--- src/fop_pkg.sv ---
package fop_pkg;
	// Datapath widths
	localparam int FRAC_W = 60;
	localparam int ACC_W = 64;
	localparam int SPAD_W = 55;
	localparam int SPAD_LSB = 3;
	localparam int SPAD_MSB = 57;
	localparam int EXP_W = 9;
	localparam int QUAD_W = 16;
	localparam int SLICE_W = 4;
	localparam int SPAD_DEPTH = 16;
	localparam int SPAD_AW = 4;
	localparam int QUADS = 4;
	// Operand bit positions
	localparam int HIGH_LSB = 32;
	localparam int ROUND_SGL_BIT = 34;
	localparam int ROUND_DBL_BIT = 2;
	localparam int SHORT_INC_BIT = 35;
	localparam int LONG_INC_BIT = 19;
	// Control field encodings
	localparam logic [1:0] OPERAND_SUPPRESS = 2'h2;
	localparam logic [1:0] OPERAND_ROUND = 2'h3;
	localparam logic ACC_SEL_DATA_IN = 1'h1;
	// Register map
	localparam logic [31:0] REG_CTRL = 32'h0000_0000;
	localparam logic [31:0] REG_STATUS = 32'h0000_0004;
	localparam logic [31:0] REG_QLO = 32'h0000_0008;
	localparam logic [31:0] REG_QHI = 32'h0000_000c;
	localparam int CTRL_DOUBLE_BIT = 0;
	localparam int CTRL_TRUNC_BIT = 1;
	localparam int CTRL_LONG_BIT = 2;
	localparam logic [2:0] CTRL_RESET = 3'h0;
	localparam logic [4:0] STATUS_RESET = 5'h00;
	// Bus encodings
	localparam logic [1:0] HTRANS_NONSEQ = 2'h2;
	localparam logic [2:0] HSIZE_WORD = 3'h2;
	// Timing
	localparam int CLK_PERIOD_NS = 25;
	localparam int CLKC_PERIOD_NS = 60;
	localparam int CLKC_HALF_RAW = (CLKC_PERIOD_NS / 2) / CLK_PERIOD_NS;
	localparam int CLKC_HALF_CYCLES = (CLKC_HALF_RAW < 1) ? 1 : CLKC_HALF_RAW;
endpackage : fop_pkg

--- src/fop_spad_if.sv ---
`timescale 1ns/100ps
interface fop_spad_if;
	logic [fop_pkg::SPAD_AW-1:0] addr;
	logic [fop_pkg::SPAD_W-1:0] wdata;
	logic [fop_pkg::QUADS-1:0] we;
	logic [fop_pkg::SPAD_W-1:0] rdata;
	// Datapath side
	modport ctrl (output addr, output wdata, output we, input rdata);
	// Storage side
	modport mem (input addr, input wdata, input we, output rdata);
endinterface : fop_spad_if

--- src/fop_blank_mux.sv ---
`timescale 1ns/100ps
module fop_blank_mux #(
	parameter int WIDTH = 60,
	parameter int SPLIT = 0
) (
	// Select and blanking
	input wire logic sel,
	input wire logic blank_hi,
	input wire logic blank_lo,
	// Data
	input wire logic [WIDTH-1:0] in0,
	input wire logic [WIDTH-1:0] in1,
	output logic [WIDTH-1:0] y
);
	// Blanking forces zero, else pass the chosen leg
	for (genvar i = 0; i < WIDTH; i++) begin : g_bit
		wire blank_bit = (i >= SPLIT) ? blank_hi : blank_lo;
		assign y[i] = blank_bit ? 1'b0 : (sel ? in1[i] : in0[i]);
	end
endmodule : fop_blank_mux

--- src/fop_spad.sv ---
`timescale 1ns/100ps
module fop_spad #(
	parameter int DEPTH = 16,
	parameter int SLICE = 4
) (
	// Clock
	input wire logic clk,
	// Storage port
	fop_spad_if.mem sp
);
	localparam int NSLICE = (fop_pkg::SPAD_W + SLICE - 1) / SLICE;
	localparam int PAD = NSLICE * SLICE - fop_pkg::SPAD_W;
	logic [NSLICE*SLICE-1:0] wpad;
	logic [NSLICE*SLICE-1:0] rpad;

	// Top slice is only partly used
	assign wpad = {{PAD{1'b0}}, sp.wdata};
	assign sp.rdata = rpad[fop_pkg::SPAD_W-1:0];

	// One small RAM per slice, write by quadrant strobe
	for (genvar i = 0; i < NSLICE; i++) begin : g_slice
		localparam int QD = (i * SLICE) / fop_pkg::QUAD_W;
		logic [SLICE-1:0] mem [DEPTH];
		always_ff @(posedge clk) begin
			if (sp.we[QD]) begin
				mem[sp.addr] <= wpad[i*SLICE +: SLICE];
			end
		end
		// Read path stays combinational
		assign rpad[i*SLICE +: SLICE] = mem[sp.addr];
	end
endmodule : fop_spad

--- src/fop_fraction_path.sv ---
// The implementer's own choices: the address map and the AHB-Lite register port.
`timescale 1ns/100ps
module fop_fraction_path (
	// Clock, reset, freeze
	input wire logic CLK,
	input wire logic RESET_N,
	input wire logic CLK_EN,
	// AHB-Lite slave
	input wire logic HSEL,
	input wire logic [31:0] HADDR,
	input wire logic [1:0] HTRANS,
	input wire logic HWRITE,
	input wire logic [2:0] HSIZE,
	input wire logic [31:0] HWDATA,
	input wire logic HREADY,
	output logic [31:0] HRDATA,
	output logic HREADYOUT,
	output logic HRESP,
	// Microcode control fields
	input wire logic ACC_INPUT_SEL,
	input wire logic [3:0] ACC_ADDR,
	input wire logic [3:0] ACC_WRITE,
	input wire logic TIME_STATE_THREE,
	input wire logic [1:0] QUOTIENT_MUX_CTRL,
	input wire logic QUOTIENT_MUX_BLANK,
	input wire logic QR_LOAD,
	input wire logic [1:0] OPERAND_MUX_CTRL,
	// Instruction context
	input wire logic STORE_CONVERT_DOUBLE_TO_SINGLE,
	input wire logic STORE_CONVERT_SINGLE_TO_DOUBLE,
	input wire logic STORE_CONVERT_TO_SHORT_INTEGER,
	input wire logic STORE_CONVERT_TO_LONG_INTEGER,
	input wire logic SOURCE_NEGATIVE,
	// Datapath inputs
	input wire logic [59:0] FRACTION_ALU,
	input wire logic [63:0] DATA_IN,
	input wire logic [59:0] Q_SHIFTER,
	// Datapath outputs
	output logic [59:0] FRACTION_OPERAND,
	output logic [59:0] Q_REGISTER,
	output logic [54:0] MEMORY_OUTPUT,
	output logic [8:0] EXP_SIGN_DATA,
	output logic EXP_SIGN_WRITE
);
	typedef struct packed {
		logic double_prec;
		logic truncate;
		logic long_mode;
		logic clkc_phase;
		logic [3:0] clkc_cnt;
		logic [59:0] q_register;
		logic [59:0] operand;
		logic [54:0] mem_out;
		logic [8:0] exp_sign;
		logic exp_write;
		logic [4:0] status;
		logic dp_pending;
		logic dp_write;
		logic [31:0] dp_addr;
		logic [31:0] rdata;
		logic readyout;
	} fop_state_s;

	fop_state_s s;
	fop_state_s next_s;
	fop_spad_if spad ();

	logic wr_phase;
	logic [63:0] acc_in;
	logic [59:0] scr_frac;
	logic [59:0] quotient_mux_out;
	logic [59:0] operand_mux_raw;
	logic [59:0] inject;
	logic [59:0] next_operand;
	logic round_mode;
	logic short_inc;
	logic long_inc;
	logic sgl_round;
	logic dbl_round;

	// Write strobe only inside time state three on the high phase
	assign wr_phase = CLK_EN & TIME_STATE_THREE & s.clkc_phase;

	// Accumulator input mux; exponent and sign bits leave separately
	assign acc_in = (ACC_INPUT_SEL == fop_pkg::ACC_SEL_DATA_IN) ? DATA_IN
		: {{(fop_pkg::ACC_W - fop_pkg::SPAD_W){1'b0}},
		FRACTION_ALU[fop_pkg::SPAD_MSB:fop_pkg::SPAD_LSB]};

	// Quadrants 0..3 map to fraction 18:3, 34:19, 50:35, 57:51
	assign spad.wdata = acc_in[fop_pkg::SPAD_W-1:0];
	assign spad.addr = ACC_ADDR;
	assign spad.we = ACC_WRITE & {fop_pkg::QUADS{wr_phase}};

	fop_spad #(
		.DEPTH(fop_pkg::SPAD_DEPTH),
		.SLICE(fop_pkg::SLICE_W)
	) u_spad (
		.clk(CLK),
		.sp(spad.mem)
	);

	// Stored fraction realigned; guard bits 2:0 always read zero
	assign scr_frac = {{(fop_pkg::FRAC_W - fop_pkg::SPAD_MSB - 1){1'b0}},
		spad.rdata, {fop_pkg::SPAD_LSB{1'b0}}};

	// Quotient mux decodes only the low select bit
	fop_blank_mux #(
		.WIDTH(fop_pkg::FRAC_W),
		.SPLIT(0)
	) u_quotient_mux (
		.sel(QUOTIENT_MUX_CTRL[0]),
		.blank_hi(QUOTIENT_MUX_BLANK),
		.blank_lo(QUOTIENT_MUX_BLANK),
		.in0(scr_frac),
		.in1(Q_SHIFTER),
		.y(quotient_mux_out)
	);

	// Rounding is off for the widening store even if microcode asks
	assign round_mode = ((OPERAND_MUX_CTRL == fop_pkg::OPERAND_ROUND)
		| STORE_CONVERT_DOUBLE_TO_SINGLE)
		& ~STORE_CONVERT_SINGLE_TO_DOUBLE;

	// Operand mux, both halves blanked while rounding
	fop_blank_mux #(
		.WIDTH(fop_pkg::FRAC_W),
		.SPLIT(fop_pkg::HIGH_LSB)
	) u_operand_mux (
		.sel(OPERAND_MUX_CTRL[0]),
		.blank_hi(round_mode),
		.blank_lo(round_mode),
		.in0(scr_frac),
		.in1(Q_SHIFTER),
		.y(operand_mux_raw)
	);

	// Integer increments take the round slot
	assign short_inc = round_mode & STORE_CONVERT_TO_SHORT_INTEGER
		& SOURCE_NEGATIVE & ~s.long_mode;
	assign long_inc = round_mode & STORE_CONVERT_TO_LONG_INTEGER
		& SOURCE_NEGATIVE & s.long_mode;
	// Narrowing store behaves as single even though double is set
	assign sgl_round = round_mode & ~short_inc & ~long_inc
		& (STORE_CONVERT_DOUBLE_TO_SINGLE
		| (~s.double_prec & ~s.truncate));
	assign dbl_round = round_mode & ~short_inc & ~long_inc
		& s.double_prec & ~STORE_CONVERT_DOUBLE_TO_SINGLE;

	// Round and increment injection into the blanked operand
	always_comb begin
		inject = '0;
		inject[fop_pkg::ROUND_SGL_BIT] = sgl_round;
		inject[fop_pkg::ROUND_DBL_BIT] = dbl_round;
		inject[fop_pkg::SHORT_INC_BIT] = short_inc;
		inject[fop_pkg::LONG_INC_BIT] = long_inc;
		next_operand = operand_mux_raw | inject;
		// Field 2 keeps bit 34 low in single precision
		if (OPERAND_MUX_CTRL == fop_pkg::OPERAND_SUPPRESS && !s.double_prec
			&& !round_mode) begin
			next_operand[fop_pkg::ROUND_SGL_BIT] = 1'b0;
		end
	end

	// Next state: bus slave, datapath registers, half-rate phase
	always_comb begin
		next_s = s;
		next_s.readyout = 1'b1;
		// Write data phase
		if (s.dp_pending && s.dp_write && s.dp_addr == fop_pkg::REG_CTRL) begin
			next_s.double_prec = HWDATA[fop_pkg::CTRL_DOUBLE_BIT];
			next_s.truncate = HWDATA[fop_pkg::CTRL_TRUNC_BIT];
			next_s.long_mode = HWDATA[fop_pkg::CTRL_LONG_BIT];
		end
		// Address phase; non-word sizes are ignored
		next_s.dp_pending = HSEL && HTRANS == fop_pkg::HTRANS_NONSEQ && HREADY
			&& HSIZE == fop_pkg::HSIZE_WORD;
		next_s.dp_write = HWRITE;
		next_s.dp_addr = HADDR;
		// Read data uses post-write values, unmapped reads zero
		next_s.rdata = 32'h0000_0000;
		if (next_s.dp_pending && !HWRITE) begin
			case (HADDR)
				fop_pkg::REG_CTRL: begin
					next_s.rdata = {29'h0, next_s.long_mode, next_s.truncate,
						next_s.double_prec};
				end
				fop_pkg::REG_STATUS: begin
					next_s.rdata = {27'h0, s.status};
				end
				fop_pkg::REG_QLO: begin
					next_s.rdata = s.q_register[31:0];
				end
				fop_pkg::REG_QHI: begin
					next_s.rdata = {4'h0, s.q_register[59:32]};
				end
				default: begin
					next_s.rdata = 32'h0000_0000;
				end
			endcase
		end
		// Half-rate phase for the write and load strobes
		if (s.clkc_cnt == 4'(fop_pkg::CLKC_HALF_CYCLES - 1)) begin
			next_s.clkc_cnt = 4'h0;
			next_s.clkc_phase = ~s.clkc_phase;
		end else begin
			next_s.clkc_cnt = s.clkc_cnt + 4'h1;
		end
		// Q register loads from the quotient mux
		if (QR_LOAD && wr_phase) begin
			next_s.q_register = quotient_mux_out;
		end
		// Operand and memory path registered every cycle
		next_s.operand = next_operand;
		next_s.mem_out = spad.rdata;
		// Exponent and sign go to their own store
		next_s.exp_write = spad.we[fop_pkg::QUADS-1]
			&& (ACC_INPUT_SEL == fop_pkg::ACC_SEL_DATA_IN);
		if (next_s.exp_write) begin
			next_s.exp_sign = DATA_IN[fop_pkg::ACC_W-1 -: fop_pkg::EXP_W];
		end
		next_s.status = {long_inc, short_inc, dbl_round, sgl_round,
			round_mode};
	end

	// Single state register; low enable freezes everything
	always_ff @(posedge CLK or negedge RESET_N) begin
		if (!RESET_N) begin
			s <= '0;
			s.readyout <= 1'b1;
			s.status <= fop_pkg::STATUS_RESET;
			s.double_prec <= fop_pkg::CTRL_RESET[fop_pkg::CTRL_DOUBLE_BIT];
			s.truncate <= fop_pkg::CTRL_RESET[fop_pkg::CTRL_TRUNC_BIT];
			s.long_mode <= fop_pkg::CTRL_RESET[fop_pkg::CTRL_LONG_BIT];
		end else if (CLK_EN) begin
			s <= next_s;
		end
	end

	// Outputs straight from the state register, except HRESP which is tied low
	assign HRDATA = s.rdata;
	assign HREADYOUT = s.readyout;
	assign HRESP = 1'b0;
	assign FRACTION_OPERAND = s.operand;
	assign Q_REGISTER = s.q_register;
	assign MEMORY_OUTPUT = s.mem_out;
	assign EXP_SIGN_DATA = s.exp_sign;
	assign EXP_SIGN_WRITE = s.exp_write;
endmodule : fop_fraction_path

--- config.mk ---
export PLATFORM = sky130hd
export DESIGN_NAME = fop_fraction_path
export DESIGN_NICKNAME = d
export VERILOG_FILES = /design/src/fop_pkg.sv /design/src/fop_spad_if.sv /design/src/fop_blank_mux.sv /design/src/fop_spad.sv /design/src/fop_fraction_path.sv
export SDC_FILE = /design/constraint.sdc
export NUM_CORES = 1
export LEC_CHECK = 0
export BUFFER_PORTS_ARGS = -buffer_cell sky130_fd_sc_hd__buf_4
export CELL_PAD_IN_SITES_DETAIL_PLACEMENT = 0
export CELL_PAD_IN_SITES_GLOBAL_PLACEMENT = 1
export CORE_MARGIN = 2
export CORE_UTILIZATION = 30
export DETAILED_ROUTE_END_ITERATION = 10
export PLACE_DENSITY_LB_ADDON = 0.1
export SLEW_MARGIN = 20
export SYNTH_ARGS = -nofsm -noshare
export SYNTH_HDL_FRONTEND = slang
export SYNTH_SLANG_ARGS = --single-unit
export TNS_END_PERCENT = 5
--- constraint.sdc ---
create_clock -name CLK -period 3.5 [get_ports CLK]
set_input_delay 0 -clock CLK [delete_from_list [all_inputs] [get_ports CLK]]
set_output_delay 0 -clock CLK [all_outputs]
set_load 0.005 [all_outputs]
==> metrics.txt, run 1 <==
status=finished, final reports clean; Endpoint, Worst Hold=HRDATA[3]; post-synthesis area per instance=17.14 um2; Max Clock Skew=27.53 ps; Synth Area in Simple Gates=2.616%; Tcrit/Tclk final=84.12%; Max rail drop VDD=0.5156 mV; Vias per Instance=4.886; Crit path required time=3960 ps; RSZ-0062 raised after global routing=no; setup TNS=0 ps; maxcap violations=0; Area Growth Syn to Fin=26.22%; CTS root buf=clkbuf_16; Compound-Gate Fraction of Synth Area=6.880%; Layout Utilization=38.04%; largest net degree at the start of global routing=118; worst skew pair latency=770 ps; Detailed Place HPWL=99.49 mm; RD Place Congestion=0.7521; hold path start=HSEL; initial DRC count=2,090; CTS tree=yes; Power Dens Cells=571.5 nW/um2; placed cells=4,994; power consumption=33.88 mW; Synth warnings=0; min Tclk post-route=2944 ps; Worst Reg-to-Reg Cells=5; Crit Path Max Fanout=16; Core Rows=145; Arr. time, crit path=3400 ps; register bit count reported by yosys=1,144; slew margin rel.=34.37%; Routed Wire Length=155.3 mm; worst slew pin tran=984.5 ps; first-pass GRT wire length=215.4 mm; Initial DRT Pass Iterations=5; fraction of synthesized area in multiplexers=14.92%; endpoints failing hold=0; DRC Markers=0; port bufs=461; Worst setup EP type=flop; Synth Net Count=3,022; setup slack, reg-to-reg=560 ps; worst r2r dst=u_spad.g_slice[12].mem[3][2]; non-filler cells, final=5,540; Die Span Y=399.7 um; library cells used by synthesis=42; post_cts resized=0; vias after detailed routing=27,070; die area=159,800 um2; antenna viol nets, final=0; area of the core=155,800 um2; post-synthesis cell count=2,740; sequential cell area fraction in the yosys report=70.32%; Num CTS Buffers=132; Finish-stage setup viols=0; Hold Crit Class=primary input to flop; initial core utilization=30.14%; FMAX=339.7 MHz; CP Class=flop to flop; vias in the first global route=28,370; largest family of logic cells by synthesized area=multiplexers; setup slack after layout=555.8 ps; nets=3,652; clk buf depth=3; post-route cell area=59,290 um2; startpoint type of the worst setup path=flop; Post-DP Area=51,920 um2; Remaining Overflow, GRT=0; IO Pins=499; antenna violations before repair=9; H-tree Lvls=4; Hold Path Cell Cnt=5; clk slew on worst S/H paths=60 ps; Pleak=21.20 nW; Synth Area in XOR/XNOR=0.03729%; Reg-to-Reg Start=s[261]; Tot GR Track Use=19.28%; Synth Area in Adders=0.05328%; mapped cell area=46,970 um2; DR WL/cell=28.04 um; share of cells above drive strength 1=35.18%; die width=399.7 um; WHS=49.79 ps; Place WS=797.7 ps; final max-slew violation count=0; TritonCTS Sinks=1,144
==> final cells by class <==
type | instances | area, um2
Sequential cell | 1144 | 33030
Clock buffer | 169 | 3575
Multi-Input combinational cell | 1194 | 11700
Timing Repair Buffer | 874 | 7543
Fill cell | 14610 | 96560
Clock inverter | 74 | 760.7
Tap cell | 2058 | 2575
Antenna cell | 3 | 7.507
Inverter | 24 | 92.59
==> cell usage after synthesis, drive strengths merged <==
| master | number | area share, % |
|---|---|---|
| nor4bb | 2 | 0.043 |
| inv | 24 | 0.19 |
| ha | 2 | 0.053 |
| or3 | 1 | 0.013 |
| a22oi | 115 | 2.0 |
| nand3 | 12 | 0.13 |
| a21oi | 215 | 2.3 |
| buf | 275 | 4.1 |
| mux4 | 220 | 11 |
| xor2 | 1 | 0.019 |
| clkbuf | 103 | 0.82 |
| o2111ai | 3 | 0.056 |
| a32o | 4 | 0.085 |
| and4b | 2 | 0.043 |
| mux2i | 24 | 0.51 |
| o32ai | 7 | 0.13 |
| nor2b | 10 | 0.13 |
| edfxtp | 880 | 56 |
| nor2 | 72 | 0.58 |
| nor3b | 1 | 0.016 |
| or2 | 1 | 0.013 |
| dfrtp | 264 | 14 |
| nand2b | 2 | 0.027 |
| nand4 | 6 | 0.080 |
| and2 | 2 | 0.027 |
| mux2 | 161 | 3.9 |
| nor3 | 4 | 0.043 |
| and3 | 1 | 0.013 |
| conb | 2 | 0.016 |
| a211oi | 3 | 0.048 |
| xnor2 | 1 | 0.019 |
| nand2 | 148 | 1.2 |
| o21ai | 73 | 0.78 |
| nor4 | 21 | 0.28 |
| o2bb2ai | 77 | 1.4 |
| a21boi | 1 | 0.016 |
==> worst max-delay path by stage <==
stage	startpoint	endpoint	slack, ps	depth (start not counted)
after global placement	ACC_ADDR[0]	MEMORY_OUTPUT[9]	850	7
final	s[261]	u_spad.g_slice[12].mem[3][2]	560	5
after floorplan	s[261]	u_spad.g_slice[0].mem[3][0]	620	4
after global routing	s[261]	u_spad.g_slice[12].mem[3][2]	350	5
after CTS	s[261]	u_spad.g_slice[12].mem[3][3]	580	5
after detailed placement	s[261]	u_spad.g_slice[12].mem[6][2]	800	3
==> flip-flops by register name (all words and copies together) (netlist names) <==
register and count:
MEMORY_OUTPUT 55, s 47, HRDATA 32, EXP_SIGN_WRITE 1, Q_REGISTER 60, EXP_SIGN_DATA 9, u_spad.g_slice.mem 880, FRACTION_OPERAND 60
==> report_power, final <==
part	internal, mW	leakage, nW	total, mW	switching [mW]
Combinational	1.86	7.79	3.84	1.98
Sequential	15.3	11.3	16.1	0.805
Clock	8.22	2.12	13.9	5.68
==> worst max-delay path: stages, from the launching register on <==
cell           delay (ps)
dfrtp_1               350
and3_1                600
nand2_1               570
nor4_1                330
dlygate4sd3_1         610
buf_4                 180
==> kinds of logic (layout without fill, tap and decap cells) <==
group                      after synthesis  in the layout
and+or+nand+nor                        285            285
other                                    2              5
DFF                                   1144           1144
muxes                                  405            405
adders and majority gates                2              2
xor gates and xnor gates                 2              2
AOI/OAI and AO/OA                      498            498
buffers and inverters                  402           1141
==> placed cells by master (no fill, tap or decap), types with 7 or more instances in the layout <==
cell type	n
a21oi_1	215
a22oi_1	96
a22oi_2	19
buf_12	15
buf_4	555
bufinv_16	13
clkbuf_1	26
clkbuf_16	134
clkbuf_8	9
clkinv_1	22
clkinv_2	21
dfrtp_1	264
dlygate4sd3_1	299
edfxtp_1	880
inv_1	23
inv_6	10
mux2_2	158
mux2i_1	24
mux4_2	220
nand2_1	147
nand3_1	11
nor2_1	26
nor2_2	45
nor2b_1	8
nor4_1	18
o21ai_0	17
o21ai_1	55
o2bb2ai_1	77
o32ai_1	7
==> repair_timing <==
item	in CTS	in global routing
setup buffers	0	0
endpoints found under the hold margin	1366	0
hold buffers	300	0
==> metal layers <==
| layer | track usage [%] | vias to the layer above | wire length, um |
|---|---|---|---|
| met5 | 0 | - | 11 |
| met4 | 5.377 | 2 | 3531 |
| met1 | 25.59 | 14290 | 67480 |
| met3 | 3.177 | 188 | 7088 |
| li1 | - | 11850 | - |
| met2 | 32.61 | 741 | 77220 |
Power figures use the tool's default switching activity.
==> run 2: changes to the inputs <==
Settings changed: ABC_AREA from default to 1.
Clock period 3.5 ns to 2.6 ns, I/O delays scaled along.
==> metrics.txt, run 2 <==
status=finished, final reports clean; worst slew pin tran=968.4 ps (-16.09 ps); Routed Wire Length=160.0 mm (+3.0%); Tot GR Track Use=19.56% (+0.28 points); antenna violations before repair=8 (-1); Detailed Place HPWL=100.6 mm (+1.1%); Synth Area in Adders=0.05287% (-0.00040 points); sequential cell area fraction in the yosys report=69.79% (-0.53 points); CTS tree=yes; initial core utilization=30.26% (+0.12 points); nets=4,782 (+31%); Pint=34.29 mW (+35%); port bufs=461 (unchanged); Area Growth Syn to Fin=27.33%; Reg-to-Reg Start=s[261]; Hold Path Cell Cnt=4 (-1); Place WS=401.2 ps (-396.4 ps); Primary FF master, synth=edfxtp_1; largest family of logic cells by synthesized area=simple AND/OR/NAND/NOR gates; setup slack, reg-to-reg=200 ps (-360 ps); Num CTS Buffers=135 (+2.3%); post-synthesis cell count=3,858 (+41%); mapped cell area=47,330 um2 (+0.76%); layout filler cell count=15,250 (+4.4%); Finish-stage setup viols=0 (unchanged); WHS=82.35 ps (+32.56 ps); H-tree Lvls=4 (unchanged); count leader, synth=nand2_1; Vias per Instance=4.723 (-3.3%); worst skew pair latency=750 ps (-20 ps); antenna viol nets, final=0 (unchanged); Compound-Gate Fraction of Synth Area=10.47% (+3.6 points); Crit path required time=3280 ps (-680 ps); Synth warnings=0 (unchanged); top cells by area, synth=edfxtp_1, dfrtp_1, nand2_1; most common cell after layout, fill and taps aside=nand2_1; Initial DRT Pass Iterations=7 (+2); worst r2r dst=Q_REGISTER[58]; cell mode on critical path=dlygate4sd3_1; crit path cell chain=dlygate4sd3_1 > buf_4 > inv_2 > nand2_1 > dlygate4sd3_1 > nor2_1 > dlygate4sd3_1 > nand2_1 > nor2_4 > dlygate4sd3_1 > nand3_1 > nand3_1 > nand3_1 > nand2_1; die area=161,000 um2 (+0.76%); area of the multi-input gates=11,140 um2 (-4.8%); Arr. time, crit path=3200 ps (-200 ps); setup slack after layout=80.85 ps (-475.0 ps); Max Clock Skew=28.45 ps (+0.9261 ps); switching part of the total=25.32% (+0.33 points); vias in the first global route=31,990 (+13%); clk slew on worst S/H paths=60 ps (about the same); Die Span Y=401.2 um (+0.38%); FMAX=397.0 MHz; endpoints failing hold=0 (unchanged); Worst Reg-to-Reg Cells=8 (+3); CP Class=primary input to flop; RD Place Congestion=0.7879 (+4.8%); slew margin rel.=35.44% (+1.1 points); Synth Area in Simple Gates=11.06% (+8.4 points); register bit count reported by yosys=1,144 (unchanged); most common library cells after synthesis=nand2_1, edfxtp_1, a22oi_1; Synth Area in XOR/XNOR=0.05551% (+0.018 points); fraction of synthesized area in multiplexers=1.523% (-13 points); initial DRC count=2,158 (+3.3%); die width=401.2 um (+0.38%); Clk pwr share=39.7% (-1.3 points); Endpoint, Worst Hold=s[65]; Slowest-stage cell, CP=dlygate4sd3_1; non-filler cells, final=6,663 (+20%); Max rail drop VDD=0.6656 mV (+29%); CTS root buf=clkbuf_16; min Tclk post-route=2519 ps; FF+latch area=33,030 um2 (unchanged); hold path start=HWRITE; Synth Net Count=4,140 (+37%); switching power total=11.63 mW (+37%); largest net degree at the start of global routing=169 (+43%); Worst setup EP type=flop; vias after detailed routing=31,470 (+16%); clk buf depth=3 (unchanged); Pleak=23.79 nW (+12%); final max-slew violation count=0 (unchanged); combinational power share=13.7% (+2.4 points); Hold Crit Class=primary input to flop; Tcrit/Tclk final=96.89%; area of the core=156,400 um2 (+0.35%); first-pass GRT wire length=229.5 mm (+6.6%); DRC Markers=0 (unchanged); post-route cell area=60,270 um2 (+1.7%); Remaining Overflow, GRT=0 (unchanged); power consumption=45.91 mW (+36%); RSZ-0062 raised after global routing=yes; Layout Utilization=38.54% (+0.49 points); CP max stage delay=570 ps (-40 ps); setup TNS=0 ps (unchanged); Post-synth EDFFs=880 (unchanged); placed cells=6,115 (+22%); Power Dens Cells=761.8 nW/um2 (+33%); Core Rows=145 (unchanged); most frequent cells in the layout=nand2_1, edfxtp_1, buf_4, a22oi_1, dlygate4sd3_1; Crit Path Max Fanout=6 (-10); IO Pins=499 (unchanged); Synth area leader=edfxtp_1; Synth async-reset ratio=23.08% (unchanged); post-synthesis area per instance=12.27 um2 (-28%); share of cells above drive strength 1=21.69% (-13 points); Post-DP Area=52,940 um2 (+2.0%); startpoint type of the worst setup path=primary input; library cells used by synthesis=36 (-14%); DR WL/cell=24.02 um (-14%); register share of total power=46.6% (-1.0 points); post-synth top area share=55.83% (-0.43 points); Most flops, register=u_spad.g_slice.mem; maxcap violations=0 (unchanged); TritonCTS Sinks=1,144 (unchanged); Largest register FFs=880 (unchanged)
-- run 2: routing by layer --
layer / GRT usage (%) / part of all wire (%) / vias to the layer above
met5: 0 / 0.0075 / -
met4: 4.892 / 2.1 / 2
met3: 3.581 / 4.7 / 171
met2: 31.78 / 47 / 794
met1: 26.95 / 46 / 15770
li1: - / - / 14730
-- run 2: how the worst max path moves through the flow --
stage	slack, ps	start	to	cells past startpoint
global route	-30	HADDR[3]	HRDATA[4]	14
CTS	50	HADDR[3]	HRDATA[3]	14
floorplan	620	s[261]	u_spad.g_slice[0].mem[0][0]	5
detailed placement	400	ACC_ADDR[0]	FRACTION_OPERAND[5]	13
finish	80	HADDR[3]	HRDATA[3]	14
global placement	400	ACC_ADDR[0]	FRACTION_OPERAND[37]	12
-- run 2: final cells by class --
cell class,instances,share of cell area (%)
Sequential cell,1144,54.81
Antenna cell,3,0.01246
Multi-Input combinational cell,2126,18.48
Clock inverter,53,0.8159
Timing Repair Buffer,929,14.36
Inverter,164,1.053
Clock buffer,186,6.197
Tap cell,2058,4.273
-- run 2: what timing repair did --
action | 4_1_cts | 5_1_grt
setup endpoints to repair | 0 | 6
resized for setup | 0 | 5
buffers inserted | 0 | 0
endpoints found under the hold margin | 1364 | 0
hold buffers | 306 | 0
-- run 2: critical path: cells and delay by family --
family | cells | cell delay, ps
buffers and inverters | 6 | 2460
and+or+nand+nor | 8 | 730
-- run 2: kinds of logic (layout without fill, tap and decap cells) --
group	Yosys count	in the layout
other cells	2	5
fa+ha+maj	2	2
mux	64	64
xor+xnor	3	3
buf+inv	588	1332
simple gates	1329	1329
flops	1144	1144
compound gates	726	726
-- run 2: power groups by stage --
stage	Combinational [mW]	Sequential (mW)	Clock [mW]
detailed placement	5.84	21.8	0
global route	6.88	21.5	19.4
floorplan	3.57	21.4	0
CTS	6.40	21.4	18.8
global placement	5.84	21.7	0
finish	6.31	21.4	18.2
